File: config.mk
export PLATFORM = sky130hd
export DESIGN_NAME = t1_ccp_core
export DESIGN_NICKNAME = d
export VERILOG_FILES = /design/src/inc/t1_ccp_pkg.sv /design/src/hdl/t1_ccp_core.sv
export SDC_FILE = /design/constraint.sdc
export NUM_CORES = 1
export LEC_CHECK = 0
export ABC_CLOCK_PERIOD_IN_PS = 3780
export BUFFER_PORTS_ARGS = -buffer_cell sky130_fd_sc_hd__buf_2
export CAP_MARGIN = 30
export CORE_ASPECT_RATIO = 0.7
export CORE_MARGIN = 3
export CORE_UTILIZATION = 46
export CTS_CLUSTER_DIAMETER = 120
export DETAILED_ROUTE_END_ITERATION = 16
export PLACE_DENSITY_LB_ADDON = 0.15
export RECOVER_POWER = 25
export SYNTH_ARGS = -nofsm -noshare
export SYNTH_HDL_FRONTEND = slang
export SYNTH_SLANG_ARGS = --single-unit
export TNS_END_PERCENT = 1
File: constraint.sdc
create_clock -name clk_i -period 3.78 [get_ports clk_i]
set_input_delay 0.378 -clock clk_i [delete_from_list [all_inputs] [get_ports clk_i]]
set_output_delay 0.378 -clock clk_i [all_outputs]
set_load 0.05 [all_outputs]
File: src/inc/t1_ccp_pkg.sv
// Constants for the Timer1 buffered access and capture/compare routing block
//
// What this block does
// - Wide mode maps high address to buffer
// - Low byte read snapshots live high byte
// - Low byte write loads high from buffer
// - No direct live high access in wide mode
// - Low byte write or special event trigger clears prescaler
// - Secondary oscillator runs only when enabled
// - Oscillator keeps running in power-managed modes
// - Clock select 01 enters secondary run
// - Sleep with idle clear enters secondary idle
// - Status flag set while secondary clocks system
// - Low-power config bit selects oscillator power
// - Unit control and value halves read/write
// - Capture/compare use timer 1/3, PWM timer 2
// - Timer choice from t3 control enable bits
// - Both units may share one timer
// - No timer 1 capture when timer 1 asynchronous
// - Second unit pin select: port C1 or B3
// - Compare trigger resets unit's time base
// - Only second unit trigger starts conversion
// - Unit 2 uses timer 3 whenever unit 1 does
// - Both PWMs update on timer 2 period match
`default_nettype none

package t1_ccp_pkg;

	// Register addresses
	localparam logic [3:0] ADDR_T1_LOW = 4'h0;
	localparam logic [3:0] ADDR_T1_HIGH = 4'h1;
	localparam logic [3:0] ADDR_T1_CTRL = 4'h2;
	localparam logic [3:0] ADDR_T3_CTRL = 4'h3;
	localparam logic [3:0] ADDR_OSC_CTRL = 4'h4;
	localparam logic [3:0] ADDR_U1_CTRL = 4'h5;
	localparam logic [3:0] ADDR_U1_LOW = 4'h6;
	localparam logic [3:0] ADDR_U1_HIGH = 4'h7;
	localparam logic [3:0] ADDR_U2_CTRL = 4'h8;
	localparam logic [3:0] ADDR_U2_LOW = 4'h9;
	localparam logic [3:0] ADDR_U2_HIGH = 4'hA;
	localparam logic [3:0] ADDR_T3_LOW = 4'hB;
	localparam logic [3:0] ADDR_T3_HIGH = 4'hC;

	// t1_control fields
	localparam int T1_WIDE_BIT = 7;
	localparam int T1_SEC_ACTIVE_BIT = 6;
	localparam int T1_PS_LSB = 4;
	localparam int T1_OSC_EN_BIT = 3;
	localparam int T1_ASYNC_N_BIT = 2;
	localparam int T1_EXT_BIT = 1;
	localparam int T1_ON_BIT = 0;
	// t3_control fields: timer-to-unit enable bits and timer 3 on
	localparam int T3_SEL_HI_BIT = 6;
	localparam int T3_SEL_LO_BIT = 3;
	localparam int T3_ON_BIT = 0;
	// osc_control fields
	localparam int OSC_IDLE_BIT = 7;
	localparam int OSC_SCS_LSB = 0;
	localparam logic [1:0] SCS_SECONDARY = 2'h1;

	// Unit modes, low nibble of unit_control
	localparam logic [3:0] MODE_OFF = 4'h0;
	localparam logic [3:0] MODE_CAP_FIRST = 4'h4;
	localparam logic [3:0] MODE_CAP_LAST = 4'h7;
	localparam logic [3:0] MODE_CMP_SPECIAL = 4'hB;
	localparam logic [3:0] MODE_PWM_FIRST = 4'hC;

	localparam logic [7:0] CTRL_RESET = 8'h00;
	localparam logic [7:0] OSC_RESET = 8'h00;

	typedef enum logic [1:0] {
		PM_PRIMARY,
		PM_SECONDARY_RUN_MODE,
		PM_SECONDARY_IDLE_MODE
	} power_mode_t;

endpackage

`default_nettype wire

File: src/hdl/t1_ccp_core.sv
// Timer1 with buffered 16-bit access, secondary oscillator control, unit routing
`timescale 1ns/1ps
`default_nettype none

module t1_ccp_core #(
	parameter int PWM_PERIOD_DEFAULT = 255
)(
	input wire logic clk_i,
	input wire logic rstn_i,
	input wire logic [3:0] addr_i,
	input wire logic [7:0] wdata_i,
	input wire logic wr_i,
	input wire logic rd_i,
	output logic [7:0] rdata_o,
	input wire logic sleep_i,
	input wire logic low_power_osc_config_i,
	input wire logic second_unit_pin_select_i,
	input wire logic sec_osc_ok_i,
	input wire logic ext_tick_i,
	input wire logic first_unit_capture_i,
	input wire logic second_unit_capture_i,
	output logic sec_osc_run_o,
	output logic sec_osc_low_power_o,
	output logic secondary_run_mode_o,
	output logic secondary_idle_mode_o,
	output logic adc_start_o,
	output logic first_unit_out_o,
	output logic port_c_pin_1_o,
	output logic port_b_pin_3_o,
	output logic pwm_update_o
);

	// Pins from outside pass two flops
	logic [3:0] pin_s1_q;
	logic [3:0] pin_s2_q;
	logic tick_prev_q;
	wire sleep_s = pin_s2_q[0];
	wire osc_ok_s = pin_s2_q[1];
	wire cap1_s = pin_s2_q[2];
	wire cap2_s = pin_s2_q[3];
	logic cap1_prev_q;
	logic cap2_prev_q;
	logic tick_s1_q;
	logic tick_s2_q;

	logic [7:0] t1_lo_q;
	logic [7:0] t1_hi_q;
	logic [7:0] t1_hbuf_q;
	logic [7:0] t1_ctrl_q;
	logic [7:0] t3_ctrl_q;
	logic [7:0] osc_ctrl_q;
	logic [15:0] t3_q;
	logic [7:0] t1_ps_q;
	logic [7:0] u1_ctrl_q;
	logic [7:0] u2_ctrl_q;
	logic [15:0] u1_val_q;
	logic [15:0] u2_val_q;
	logic [7:0] t2_q;
	logic [7:0] rdata_q;
	logic adc_q;
	logic u1_out_q;
	logic u2_out_q;
	logic pwm_upd_q;
	logic osc_run_q;
	logic osc_lp_q;
	logic run_q;
	logic idle_q;
	t1_ccp_pkg::power_mode_t pm_q;

	wire wide = t1_ctrl_q[t1_ccp_pkg::T1_WIDE_BIT];
	wire t1_on = t1_ctrl_q[t1_ccp_pkg::T1_ON_BIT];
	wire t1_async = ~t1_ctrl_q[t1_ccp_pkg::T1_ASYNC_N_BIT];
	wire osc_en = t1_ctrl_q[t1_ccp_pkg::T1_OSC_EN_BIT];
	wire [1:0] ps_sel = t1_ctrl_q[t1_ccp_pkg::T1_PS_LSB +: 2];
	wire [15:0] t1_val = {t1_hi_q, t1_lo_q};

	// Timer routing from t3_control enable bits
	wire sel_hi = t3_ctrl_q[t1_ccp_pkg::T3_SEL_HI_BIT];
	wire sel_lo = t3_ctrl_q[t1_ccp_pkg::T3_SEL_LO_BIT];
	wire u1_uses_t3 = sel_hi;
	wire u2_uses_t3 = sel_hi | sel_lo;

	wire [3:0] m1 = u1_ctrl_q[3:0];
	wire [3:0] m2 = u2_ctrl_q[3:0];
	wire u1_cap = m1 >= t1_ccp_pkg::MODE_CAP_FIRST
		&& m1 <= t1_ccp_pkg::MODE_CAP_LAST;
	wire u2_cap = m2 >= t1_ccp_pkg::MODE_CAP_FIRST
		&& m2 <= t1_ccp_pkg::MODE_CAP_LAST;
	wire u1_cmp = m1 > t1_ccp_pkg::MODE_CAP_LAST
		&& m1 < t1_ccp_pkg::MODE_PWM_FIRST;
	wire u2_cmp = m2 > t1_ccp_pkg::MODE_CAP_LAST
		&& m2 < t1_ccp_pkg::MODE_PWM_FIRST;
	wire u1_pwm = m1 >= t1_ccp_pkg::MODE_PWM_FIRST;
	wire u2_pwm = m2 >= t1_ccp_pkg::MODE_PWM_FIRST;
	wire u1_off = m1 == t1_ccp_pkg::MODE_OFF;
	wire u2_off = m2 == t1_ccp_pkg::MODE_OFF;

	// Capture/compare time base is timer 1 or 3
	wire [15:0] u1_base = u1_uses_t3 ? t3_q : t1_val;
	wire [15:0] u2_base = u2_uses_t3 ? t3_q : t1_val;
	wire u1_capok = u1_uses_t3 | ~t1_async;
	wire u2_capok = u2_uses_t3 | ~t1_async;
	wire cap1_ev = u1_cap & cap1_s & ~cap1_prev_q & u1_capok;
	wire cap2_ev = u2_cap & cap2_s & ~cap2_prev_q & u2_capok;
	wire u1_match = u1_cmp & (u1_base == u1_val_q);
	wire u2_match = u2_cmp & (u2_base == u2_val_q);
	wire u1_special = u1_match & (m1 == t1_ccp_pkg::MODE_CMP_SPECIAL);
	wire u2_special = u2_match & (m2 == t1_ccp_pkg::MODE_CMP_SPECIAL);
	// Special event resets whichever timer serves the unit
	wire t1_reset_ev = (u1_special & ~u1_uses_t3) | (u2_special & ~u2_uses_t3);
	wire t3_reset_ev = (u1_special & u1_uses_t3) | (u2_special & u2_uses_t3);

	// PWM period shared through timer 2
	wire t2_match = t2_q == 8'(PWM_PERIOD_DEFAULT);
	wire pwm_any = u1_pwm | u2_pwm;

	// Bus decode
	wire wr_lo = wr_i & (addr_i == t1_ccp_pkg::ADDR_T1_LOW);
	wire wr_hi = wr_i & (addr_i == t1_ccp_pkg::ADDR_T1_HIGH);
	wire rd_lo = rd_i & (addr_i == t1_ccp_pkg::ADDR_T1_LOW);
	wire wr_t1c = wr_i & (addr_i == t1_ccp_pkg::ADDR_T1_CTRL);
	wire wr_t3c = wr_i & (addr_i == t1_ccp_pkg::ADDR_T3_CTRL);
	wire wr_osc = wr_i & (addr_i == t1_ccp_pkg::ADDR_OSC_CTRL);
	wire wr_t3l = wr_i & (addr_i == t1_ccp_pkg::ADDR_T3_LOW);
	wire wr_t3h = wr_i & (addr_i == t1_ccp_pkg::ADDR_T3_HIGH);

	// Prescaler tick: internal clock or synchronised external input
	wire src_tick = t1_ctrl_q[t1_ccp_pkg::T1_EXT_BIT] ?
		(tick_s2_q & ~tick_prev_q) : 1'b1;
	wire [7:0] ps_mask = 8'((8'h01 << ps_sel) - 8'h01);
	wire ps_done = src_tick & ((t1_ps_q & ps_mask) == ps_mask);
	wire t1_inc = t1_on & ps_done;

	// Secondary clock is active when selected and the oscillator is good
	wire sec_active = osc_run_q & osc_ok_s & (pm_q != t1_ccp_pkg::PM_PRIMARY);
	wire [1:0] scs = osc_ctrl_q[t1_ccp_pkg::OSC_SCS_LSB +: 2];

	// Next power mode; the mode outputs are registered from it so they
	// leave flops directly and still change on the same edge as the state
	t1_ccp_pkg::power_mode_t pm_d;
	always_comb
	begin
		pm_d = pm_q;
		case (pm_q)
			t1_ccp_pkg::PM_PRIMARY:
				if (scs == t1_ccp_pkg::SCS_SECONDARY && osc_run_q)
					pm_d = t1_ccp_pkg::PM_SECONDARY_RUN_MODE;
			t1_ccp_pkg::PM_SECONDARY_RUN_MODE:
				if (scs != t1_ccp_pkg::SCS_SECONDARY || !osc_run_q)
					pm_d = t1_ccp_pkg::PM_PRIMARY;
				else if (sleep_s && !osc_ctrl_q[t1_ccp_pkg::OSC_IDLE_BIT])
					pm_d = t1_ccp_pkg::PM_SECONDARY_IDLE_MODE;
			// Waking from sleep returns to the secondary run mode
			t1_ccp_pkg::PM_SECONDARY_IDLE_MODE:
				if (!sleep_s)
					pm_d = t1_ccp_pkg::PM_SECONDARY_RUN_MODE;
			default:
				pm_d = t1_ccp_pkg::PM_PRIMARY;
		endcase
	end

	// Read mux; the high address shows the buffer in wide mode
	logic [7:0] rmux;
	always_comb
	begin
		case (addr_i)
			t1_ccp_pkg::ADDR_T1_LOW: rmux = t1_lo_q;
			t1_ccp_pkg::ADDR_T1_HIGH: rmux = wide ? t1_hbuf_q : t1_hi_q;
			t1_ccp_pkg::ADDR_T1_CTRL: rmux = {t1_ctrl_q[7], sec_active,
				t1_ctrl_q[5:0]};
			t1_ccp_pkg::ADDR_T3_CTRL: rmux = t3_ctrl_q;
			t1_ccp_pkg::ADDR_OSC_CTRL: rmux = osc_ctrl_q;
			t1_ccp_pkg::ADDR_U1_CTRL: rmux = u1_ctrl_q;
			t1_ccp_pkg::ADDR_U1_LOW: rmux = u1_val_q[7:0];
			t1_ccp_pkg::ADDR_U1_HIGH: rmux = u1_val_q[15:8];
			t1_ccp_pkg::ADDR_U2_CTRL: rmux = u2_ctrl_q;
			t1_ccp_pkg::ADDR_U2_LOW: rmux = u2_val_q[7:0];
			t1_ccp_pkg::ADDR_U2_HIGH: rmux = u2_val_q[15:8];
			t1_ccp_pkg::ADDR_T3_LOW: rmux = t3_q[7:0];
			t1_ccp_pkg::ADDR_T3_HIGH: rmux = t3_q[15:8];
			default: rmux = 8'h00;
		endcase
	end

	always_ff @(posedge clk_i or negedge rstn_i)
	begin
		if (!rstn_i)
		begin
			pin_s1_q <= 4'h0;
			pin_s2_q <= 4'h0;
			tick_s1_q <= 1'b0;
			tick_s2_q <= 1'b0;
			tick_prev_q <= 1'b0;
			cap1_prev_q <= 1'b0;
			cap2_prev_q <= 1'b0;
		end
		else
		begin
			pin_s1_q <= {second_unit_capture_i, first_unit_capture_i,
				sec_osc_ok_i, sleep_i};
			pin_s2_q <= pin_s1_q;
			tick_s1_q <= ext_tick_i;
			tick_s2_q <= tick_s1_q;
			tick_prev_q <= tick_s2_q;
			cap1_prev_q <= cap1_s;
			cap2_prev_q <= cap2_s;
		end
	end

	// Timer 1 counter, buffer and prescaler
	always_ff @(posedge clk_i or negedge rstn_i)
	begin
		if (!rstn_i)
		begin
			t1_lo_q <= 8'h00;
			t1_hi_q <= 8'h00;
			t1_hbuf_q <= 8'h00;
			t1_ps_q <= 8'h00;
		end
		else
		begin
			if (wr_lo)
			begin
				t1_lo_q <= wdata_i;
				if (wide)
					t1_hi_q <= t1_hbuf_q;
				t1_ps_q <= 8'h00;
			end
			else if (t1_reset_ev)
			begin
				t1_lo_q <= 8'h00;
				t1_hi_q <= 8'h00;
				t1_ps_q <= 8'h00;
			end
			else
			begin
				if (src_tick)
					t1_ps_q <= ps_done ? 8'h00 : 8'(t1_ps_q + 8'h01);
				if (t1_inc)
					{t1_hi_q, t1_lo_q} <= 16'(t1_val + 16'h0001);
				if (wr_hi && !wide)
					t1_hi_q <= wdata_i;
			end
			// High writes touch only the buffer in wide mode
			if (wr_hi && wide)
				t1_hbuf_q <= wdata_i;
			else if (rd_lo && wide)
				t1_hbuf_q <= t1_hi_q;
		end
	end

	// Control registers, timer 3, units
	always_ff @(posedge clk_i or negedge rstn_i)
	begin
		if (!rstn_i)
		begin
			t1_ctrl_q <= t1_ccp_pkg::CTRL_RESET;
			t3_ctrl_q <= t1_ccp_pkg::CTRL_RESET;
			osc_ctrl_q <= t1_ccp_pkg::OSC_RESET;
			u1_ctrl_q <= 8'h00;
			u2_ctrl_q <= 8'h00;
			u1_val_q <= 16'h0000;
			u2_val_q <= 16'h0000;
			t3_q <= 16'h0000;
		end
		else
		begin
			// Status bit is read-only, so writes skip bit 6
			if (wr_t1c)
				t1_ctrl_q <= wdata_i & ~(8'h01 << t1_ccp_pkg::T1_SEC_ACTIVE_BIT);
			if (wr_t3c)
				t3_ctrl_q <= wdata_i;
			if (wr_osc)
				osc_ctrl_q <= wdata_i;
			if (wr_i && addr_i == t1_ccp_pkg::ADDR_U1_CTRL)
				u1_ctrl_q <= wdata_i;
			if (wr_i && addr_i == t1_ccp_pkg::ADDR_U2_CTRL)
				u2_ctrl_q <= wdata_i;
			if (cap1_ev)
				u1_val_q <= u1_base;
			else if (wr_i && addr_i == t1_ccp_pkg::ADDR_U1_LOW)
				u1_val_q[7:0] <= wdata_i;
			else if (wr_i && addr_i == t1_ccp_pkg::ADDR_U1_HIGH)
				u1_val_q[15:8] <= wdata_i;
			if (cap2_ev)
				u2_val_q <= u2_base;
			else if (wr_i && addr_i == t1_ccp_pkg::ADDR_U2_LOW)
				u2_val_q[7:0] <= wdata_i;
			else if (wr_i && addr_i == t1_ccp_pkg::ADDR_U2_HIGH)
				u2_val_q[15:8] <= wdata_i;
			if (wr_t3l)
				t3_q[7:0] <= wdata_i;
			else if (wr_t3h)
				t3_q[15:8] <= wdata_i;
			else if (t3_reset_ev)
				t3_q <= 16'h0000;
			else if (t3_ctrl_q[t1_ccp_pkg::T3_ON_BIT])
				t3_q <= 16'(t3_q + 16'h0001);
		end
	end

	// Oscillator, power mode, unit outputs
	always_ff @(posedge clk_i or negedge rstn_i)
	begin
		if (!rstn_i)
		begin
			pm_q <= t1_ccp_pkg::PM_PRIMARY;
			run_q <= 1'b0;
			idle_q <= 1'b0;
			osc_run_q <= 1'b0;
			osc_lp_q <= 1'b0;
			t2_q <= 8'h00;
			pwm_upd_q <= 1'b0;
			adc_q <= 1'b0;
			u1_out_q <= 1'b0;
			u2_out_q <= 1'b0;
			rdata_q <= 8'h00;
		end
		else
		begin
			rdata_q <= rd_i ? rmux : 8'h00;
			// Enable bit alone gates it; power mode never stops it
			osc_run_q <= osc_en;
			osc_lp_q <= low_power_osc_config_i;
			pm_q <= pm_d;
			run_q <= pm_d == t1_ccp_pkg::PM_SECONDARY_RUN_MODE;
			idle_q <= pm_d == t1_ccp_pkg::PM_SECONDARY_IDLE_MODE;
			t2_q <= (t2_match || !pwm_any) ? 8'h00 : 8'(t2_q + 8'h01);
			pwm_upd_q <= pwm_any & t2_match;
			adc_q <= u2_special;
			// Compare sets the pin; PWM uses the duty byte against timer 2
			if (u1_pwm)
				u1_out_q <= t2_q < u1_val_q[15:8];
			else if (u1_match)
				u1_out_q <= 1'b1;
			else if (u1_off)
				u1_out_q <= 1'b0;
			if (u2_pwm)
				u2_out_q <= t2_q < u2_val_q[15:8];
			else if (u2_match)
				u2_out_q <= 1'b1;
			else if (u2_off)
				u2_out_q <= 1'b0;
		end
	end

	// Second unit routing; pin direction stays software's job
	logic pc1_q;
	logic pb3_q;
	always_ff @(posedge clk_i or negedge rstn_i)
	begin
		if (!rstn_i)
		begin
			pc1_q <= 1'b0;
			pb3_q <= 1'b0;
		end
		else
		begin
			pc1_q <= second_unit_pin_select_i & u2_out_q;
			pb3_q <= ~second_unit_pin_select_i & u2_out_q;
		end
	end

	assign rdata_o = rdata_q;
	assign sec_osc_run_o = osc_run_q;
	assign sec_osc_low_power_o = osc_lp_q;
	assign secondary_run_mode_o = run_q;
	assign secondary_idle_mode_o = idle_q;
	assign adc_start_o = adc_q;
	assign first_unit_out_o = u1_out_q;
	assign port_c_pin_1_o = pc1_q;
	assign port_b_pin_3_o = pb3_q;
	assign pwm_update_o = pwm_upd_q;

endmodule

`default_nettype wire

Word-level counts from Yosys, hierarchy flattened. Index checks and enable logic that the tools add are counted.

$add $sub $neg: 5. Multipliers: 0. Divide/modulo/power cells: 0. Order comparisons: 12. Eq/ne operators: 27. Shift-type cells: 1. Muxes and demuxes: 44. Bitwise gates (word level): 44. Reductions and logical operators: 42.

Operators by type and width (count): $mux 8 (25); $pmux 8 s13 (1); $mux 16 (6); $add 16x1->16 const B (2); $eq 16x16->1 (2); $and 1x1->1 (30); $eq 4x4->1 const B (7); $reduce_bool 3->1 (6); $add 8x1->8 const B (2); $eq 4x3->1 const B (4); $lt 8x8->1 (2); $logic_and 1x1->1 (15); $logic_not 4->1 (3); $reduce_bool 2->1 (6); $and 8x8->8 (1); $eq 4x2->1 const B (2); $eq 8x8->1 (1); $eq 8x8->1 const B (1); $ge 4x3->1 const B (2); $ge 4x4->1 const B (2); $gt 4x3->1 const B (2); $le 4x3->1 const B (2); $lt 4x4->1 const B (2); $mux 2 (4); other kinds (16) (45).

Register bits after elaboration: 160. Bits in latches: 0. Memory bits (writable): 0. Memory bits (read-only): 0. Input bits: 23. Output and inout bits: 17. Memories kept: 0.

Logic depth before layout (Yosys ltp).
Depth in word-level cells: 10. Gate-level depth with buffers: 11. Mapped depth without buffers: 11.

Worst setup path before layout. No wires, ideal clock.

Path kind: register -> register. Start point: register t3_ctrl_q[3]. End point: register t3_q[13]. Arrival time: 2.704 ns. Setup slack: 0.965 ns. Cell stages (with the launch flop): 9. Path buffers: 0. Period minus slack after synthesis: 2.815 ns. Cell sequence: dfrtp_1 > or2_1 > a2111oi_4 > a221oi_1 > or4_4 > or4_4 > a21oi_2 > nand2b_2 > a222oi_1.

Word-level cells in the longest chain between the ends: 9.

Ends and longest elaborated chain: start, declared (RTL line t1_ccp_core.sv:50) `logic [7:0] t3_ctrl_q;`; start signal, assigned (RTL line t1_ccp_core.sv:258) `t3_ctrl_q <= t1_ccp_pkg::CTRL_RESET;`; start signal, assigned (RTL line t1_ccp_core.sv:272) `t3_ctrl_q <= wdata_i;`; $or 1x1->1 (*) (RTL line t1_ccp_core.sv:81) `wire u2_uses_t3 = sel_hi | sel_lo;`; $mux 16 (RTL line t1_ccp_core.sv:100) `wire [15:0] u2_base = u2_uses_t3 ? t3_q : t1_val;`; $eq 16x16->1 (RTL line t1_ccp_core.sv:106) `wire u2_match = u2_cmp & (u2_base == u2_val_q);`; $and 1x1->1 (RTL line t1_ccp_core.sv:106); $and 1x1->1 (RTL line t1_ccp_core.sv:108) `wire u2_special = u2_match & (m2 == t1_ccp_pkg::MODE_CMP_SPECIAL);`; $and 1x1->1 (*) (RTL line t1_ccp_core.sv:111) `wire t3_reset_ev = (u1_special & u1_uses_t3) | (u2_special & u2_uses_t3);`; $or 1x1->1 (*) (RTL line t1_ccp_core.sv:111); $reduce_bool 3->1 (no source line) / $mux 16 (equally long branches); $reduce_and 2->1 (no source line) / $mux 8 (equally long branches); end signal, assigned (RTL line t1_ccp_core.sv:294) `t3_q[15:8] <= wdata_i;`; end signal, assigned (RTL line t1_ccp_core.sv:298) `t3_q <= 16'(t3_q + 16'h0001);`; end, declared (RTL line t1_ccp_core.sv:52) `logic [15:0] t3_q;`.

Mark *: on every way between the ends. The rest lies on a longest branch, timed or not. A chain may end at the register's enable or synchronous reset.

Final worst setup path.
Start point: register t3_ctrl_q[6]. End point: register t3_q[10].

Word-level cells in the longest chain between the ends: 9.

Ends and longest elaborated chain (RTL line): $or 1x1->1 (t1_ccp_core.sv:81); $mux 16 (t1_ccp_core.sv:100); $eq 16x16->1 (t1_ccp_core.sv:106); $and 1x1->1 (t1_ccp_core.sv:106); $and 1x1->1 (t1_ccp_core.sv:108); $and 1x1->1 (t1_ccp_core.sv:111); $or 1x1->1 (*) (t1_ccp_core.sv:111); $reduce_bool 3->1 (no source line) / $mux 16 (equally long branches); $reduce_and 2->1 (no source line) / $mux 8 (equally long branches).

Marked as above.

==> impl_metrics.tcl <==
set metrics [dict create \
    clk_latency_ns 0.44 \
    nets 1135 \
    r2r_end "t3_q[10]" \
    grt_pass1_vias 8095 \
    endpoint "t3_q[10]" \
    end_kind "flop" \
    fin_crit_ns 3.42 \
    routabilityCongestion 1.05 \
    drtIter0Drc 1452 \
    syn2layout_area_growth_pct 12.7 \
    clockBufferDepth 2 \
    reg_top3 "t3_q x16, u1_val_q x16, u2_val_q x16" \
    numClockSinks 160 \
    top_usage_layer "met1" \
    violations "max-capacitance violations, max-slew violations" \
    grt_first_pass_wirelength_mm 52.9 \
    finalSetupTns_ns 0 \
    synth-seq-cells 160 \
    dieArea_mm2 0.0229 \
    die_w_um 180 \
    syn_nets 1096 \
    crit_family "compound AO/OA/AOI/OAI gates" \
    arrival_ns 3.78 \
    period_share 0.906 \
    h-tree-depth 4 \
    setup_viol 0 \
    use_met3 0.127 \
    cts_made_buffers 17 \
    cp_num_buf_inv 2 \
    fin_cells 1375 \
    fin_skew_ns 0.0122 \
    cp_max_fo 19 \
    synth_area_mm2 0.00971 \
    fp.dieH_um 128 \
    initial_utilization 0.479 \
    diodes 0 \
    cts_hold_buf 1 \
    drc 0 \
    crit_type "reg2reg" \
    firstDrtPassIters 9 \
    status "complete, but fails checks" \
    hold_viol 0 \
    rsz0062_at_grt "false" \
    worstMarginPinSlew_ns 1.82 \
    ir_drop_v 0.000395 \
    grt_util_all_layers 0.307 \
    synth_edf_count 0 \
    clkTransAtPathRegs_ns 0.07 \
    leakagePower_nw 4.76 \
    vias_per_cell 6.42 \
    grt_max_degree 92 \
    cts_tree "built" \
    path_cells "buf_4, mux2i_1, xnor2_1, a2111oi_0, nand4_1, nor2_1, o22ai_1, buf_4, nor4b_1, a211oi_1" \
    cp_slowest_cell "mux2i_1" \
    hold_path_class "in2reg" \
    ys_seq_area_frac 0.412 \
    reg2reg_from "t3_ctrl_q[6]" \
    startpoint "t3_ctrl_q[6]" \
    drv_slew 70 \
    async_flop_share 1.00 \
    cts_resized 0 \
    p_per_area_mw_per_mm2 686 \
    port_buffers 39 \
    antenna_left 0 \
    netlist_instances 1053 \
    cp_common_cell "buf_4" \
    wl_mm 35.2 \
    globalRoute.totalOverflow 0 \
    slew_headroom -0.212 \
    n_fill_cell 1843 \
    core.rowCount 43 \
    clock.fmax_mhz 292 \
    cts_setup_buffers 0 \
    dp_hpwl_mm 25.2 \
    met2_usage 0.402 \
    dpl.cell_count 1342 \
    drive_gt1_frac 0.168 \
    antenna_found_initial 0 \
    synth_ff_type "dfrtp_1" \
    grt_util_met1 0.464 \
    core_mm2 0.0203 \
    pin_count 40 \
    wl_per_cell_um 25.6 \
    via_count 8833 \
    syn_avg_cell_area_um2 9.22 \
    max_stage_delay_ns 0.49 \
    maxCapViolations 1 \
    rrSetupSlack_ns 0.36 \
    yosysUniqueCellTypes 71 \
    path_depth 10 \
    rr_worst_depth 10 \
    required_ns 4.13 \
    yosys_warnings 0 \
    cp-start-kind "flop" \
    cts_root_buffer "clkbuf_16" \
]
-- power by group --
group          internal, mW  total, mW  leakage [nW]  switching [mW]
clock network         0.936       1.73         0.261           0.794
registers              2.19       2.98          1.99           0.793
logic                  1.15       2.80          2.51            1.65
total                  4.28       7.51          4.76            3.23
-- layer usage --
layer  wire length (um)  vias up  part of all wire
li1                   -     3890                 -
met1              16000     4284              0.45
met2              13700      583              0.39
met3               4710       74              0.13
met4                772        2             0.022
met5                 69        -            0.0020
-- how the worst min path moves through the flow --
stage,from,endpoint,slack [ns],cells past startpoint
2_1_floorplan,rstn_i,adc_start_o,0.08,0
3_3_place_gp,pin_s1_q[3],pin_s2_q[3],0.33,0
3_5_place_dp,pin_s1_q[1],pin_s2_q[1],0.34,0
4_1_cts,second_unit_capture_i,pin_s1_q[3],0.03,1
5_1_grt,second_unit_capture_i,pin_s1_q[3],0.02,1
6_report,second_unit_capture_i,pin_s1_q[3],0.04,1
-- metrics by stage --
step           area [um^2]  setup slack (ns)  power (mW)   util  hold slack, ns
3_3_place_gp         10400             0.548        5.62  0.511           0.333
2_1_floorplan         9710             0.965        4.52      -          0.0824
5_1_grt              10900             0.203        7.84  0.540          0.0236
4_1_cts              11000             0.455        7.38  0.540          0.0294
3_5_place_dp         10400             0.471        5.65  0.511           0.336
6_report             10900             0.357        7.51  0.540          0.0422
-- area by class of cell --
cell class | instances | area (um^2) | share of cell area
clock inverter | 13 | 130 | 0.0119
tap | 270 | 338 | 0.0309
sequential | 160 | 4000 | 0.366
multi-input combinational | 788 | 5320 | 0.486
clock buffer | 19 | 443 | 0.0405
inverter | 37 | 139 | 0.0127
timing repair buffer | 88 | 577 | 0.0527
-- cell families after synthesis --
family | count (synthesis) | synth area share
buf+inv | 105 | 0.0415
mux | 108 | 0.120
flops | 160 | 0.412
compound gates | 251 | 0.171
simple gates | 358 | 0.184
fa+ha+maj | 20 | 0.0258
xor+xnor | 51 | 0.0460
-- synthesized netlist by cell type, types with 7 or more instances --
cell        n  area, um^2
a211oi_1   18         135
a22o_1      8        70.1
xor2_1     19         166
nand2b_1   20         125
nand3_1    42         210
a221oi_1    9        78.8
nor2_1    100         375
and3_1     15        93.8
nor2b_1    23         144
mux2i_1    58         581
o22ai_1    14        87.6
nor4_1      9        56.3
a21oi_1    65         325
a32oi_1     9        78.8
ha_1       20         250
a31oi_1    13        81.3
o21ai_0    54         270
nand4_1    14        87.6
nor3_1     12        60.1
a22oi_1    16         120
clkbuf_1   55         206
dfrtp_1   160        4000
and2_1      7        43.8
mux2_2     48         541
inv_1      37         139
xnor2_1    32         280
nand2_1    81         304
buf_1       8        30.0
-- cells in the final DEF, fill, tap and decap left out, drive strengths merged, types with 10 or more instances in the layout --
master,instances
nor2b,23
o21ai,55
nand2,81
nand2b,21
a22oi,16
nor2,101
buf,85
xor2,19
a211oi,18
xnor2,32
nor4,10
o22ai,14
a21oi,66
a31oi,13
inv,41
and3,15
mux2i,58
nand3,42
nor3,13
mux2,48
nand4,14
dfrtp,160
ha,20
clkbuf,21
-- worst register-to-register path, delay by kind of cell, from the launching register on --
kind | cells | cell delay, ns
AOI/OAI and AO/OA | 3 | 0.96
buffers and inverters | 2 | 0.52
xor gates and xnor gates | 1 | 0.13
muxes | 1 | 0.50
DFF | 1 | 0.37
and+or+nand+nor | 3 | 0.85
Power figures use the tool's default switching activity.
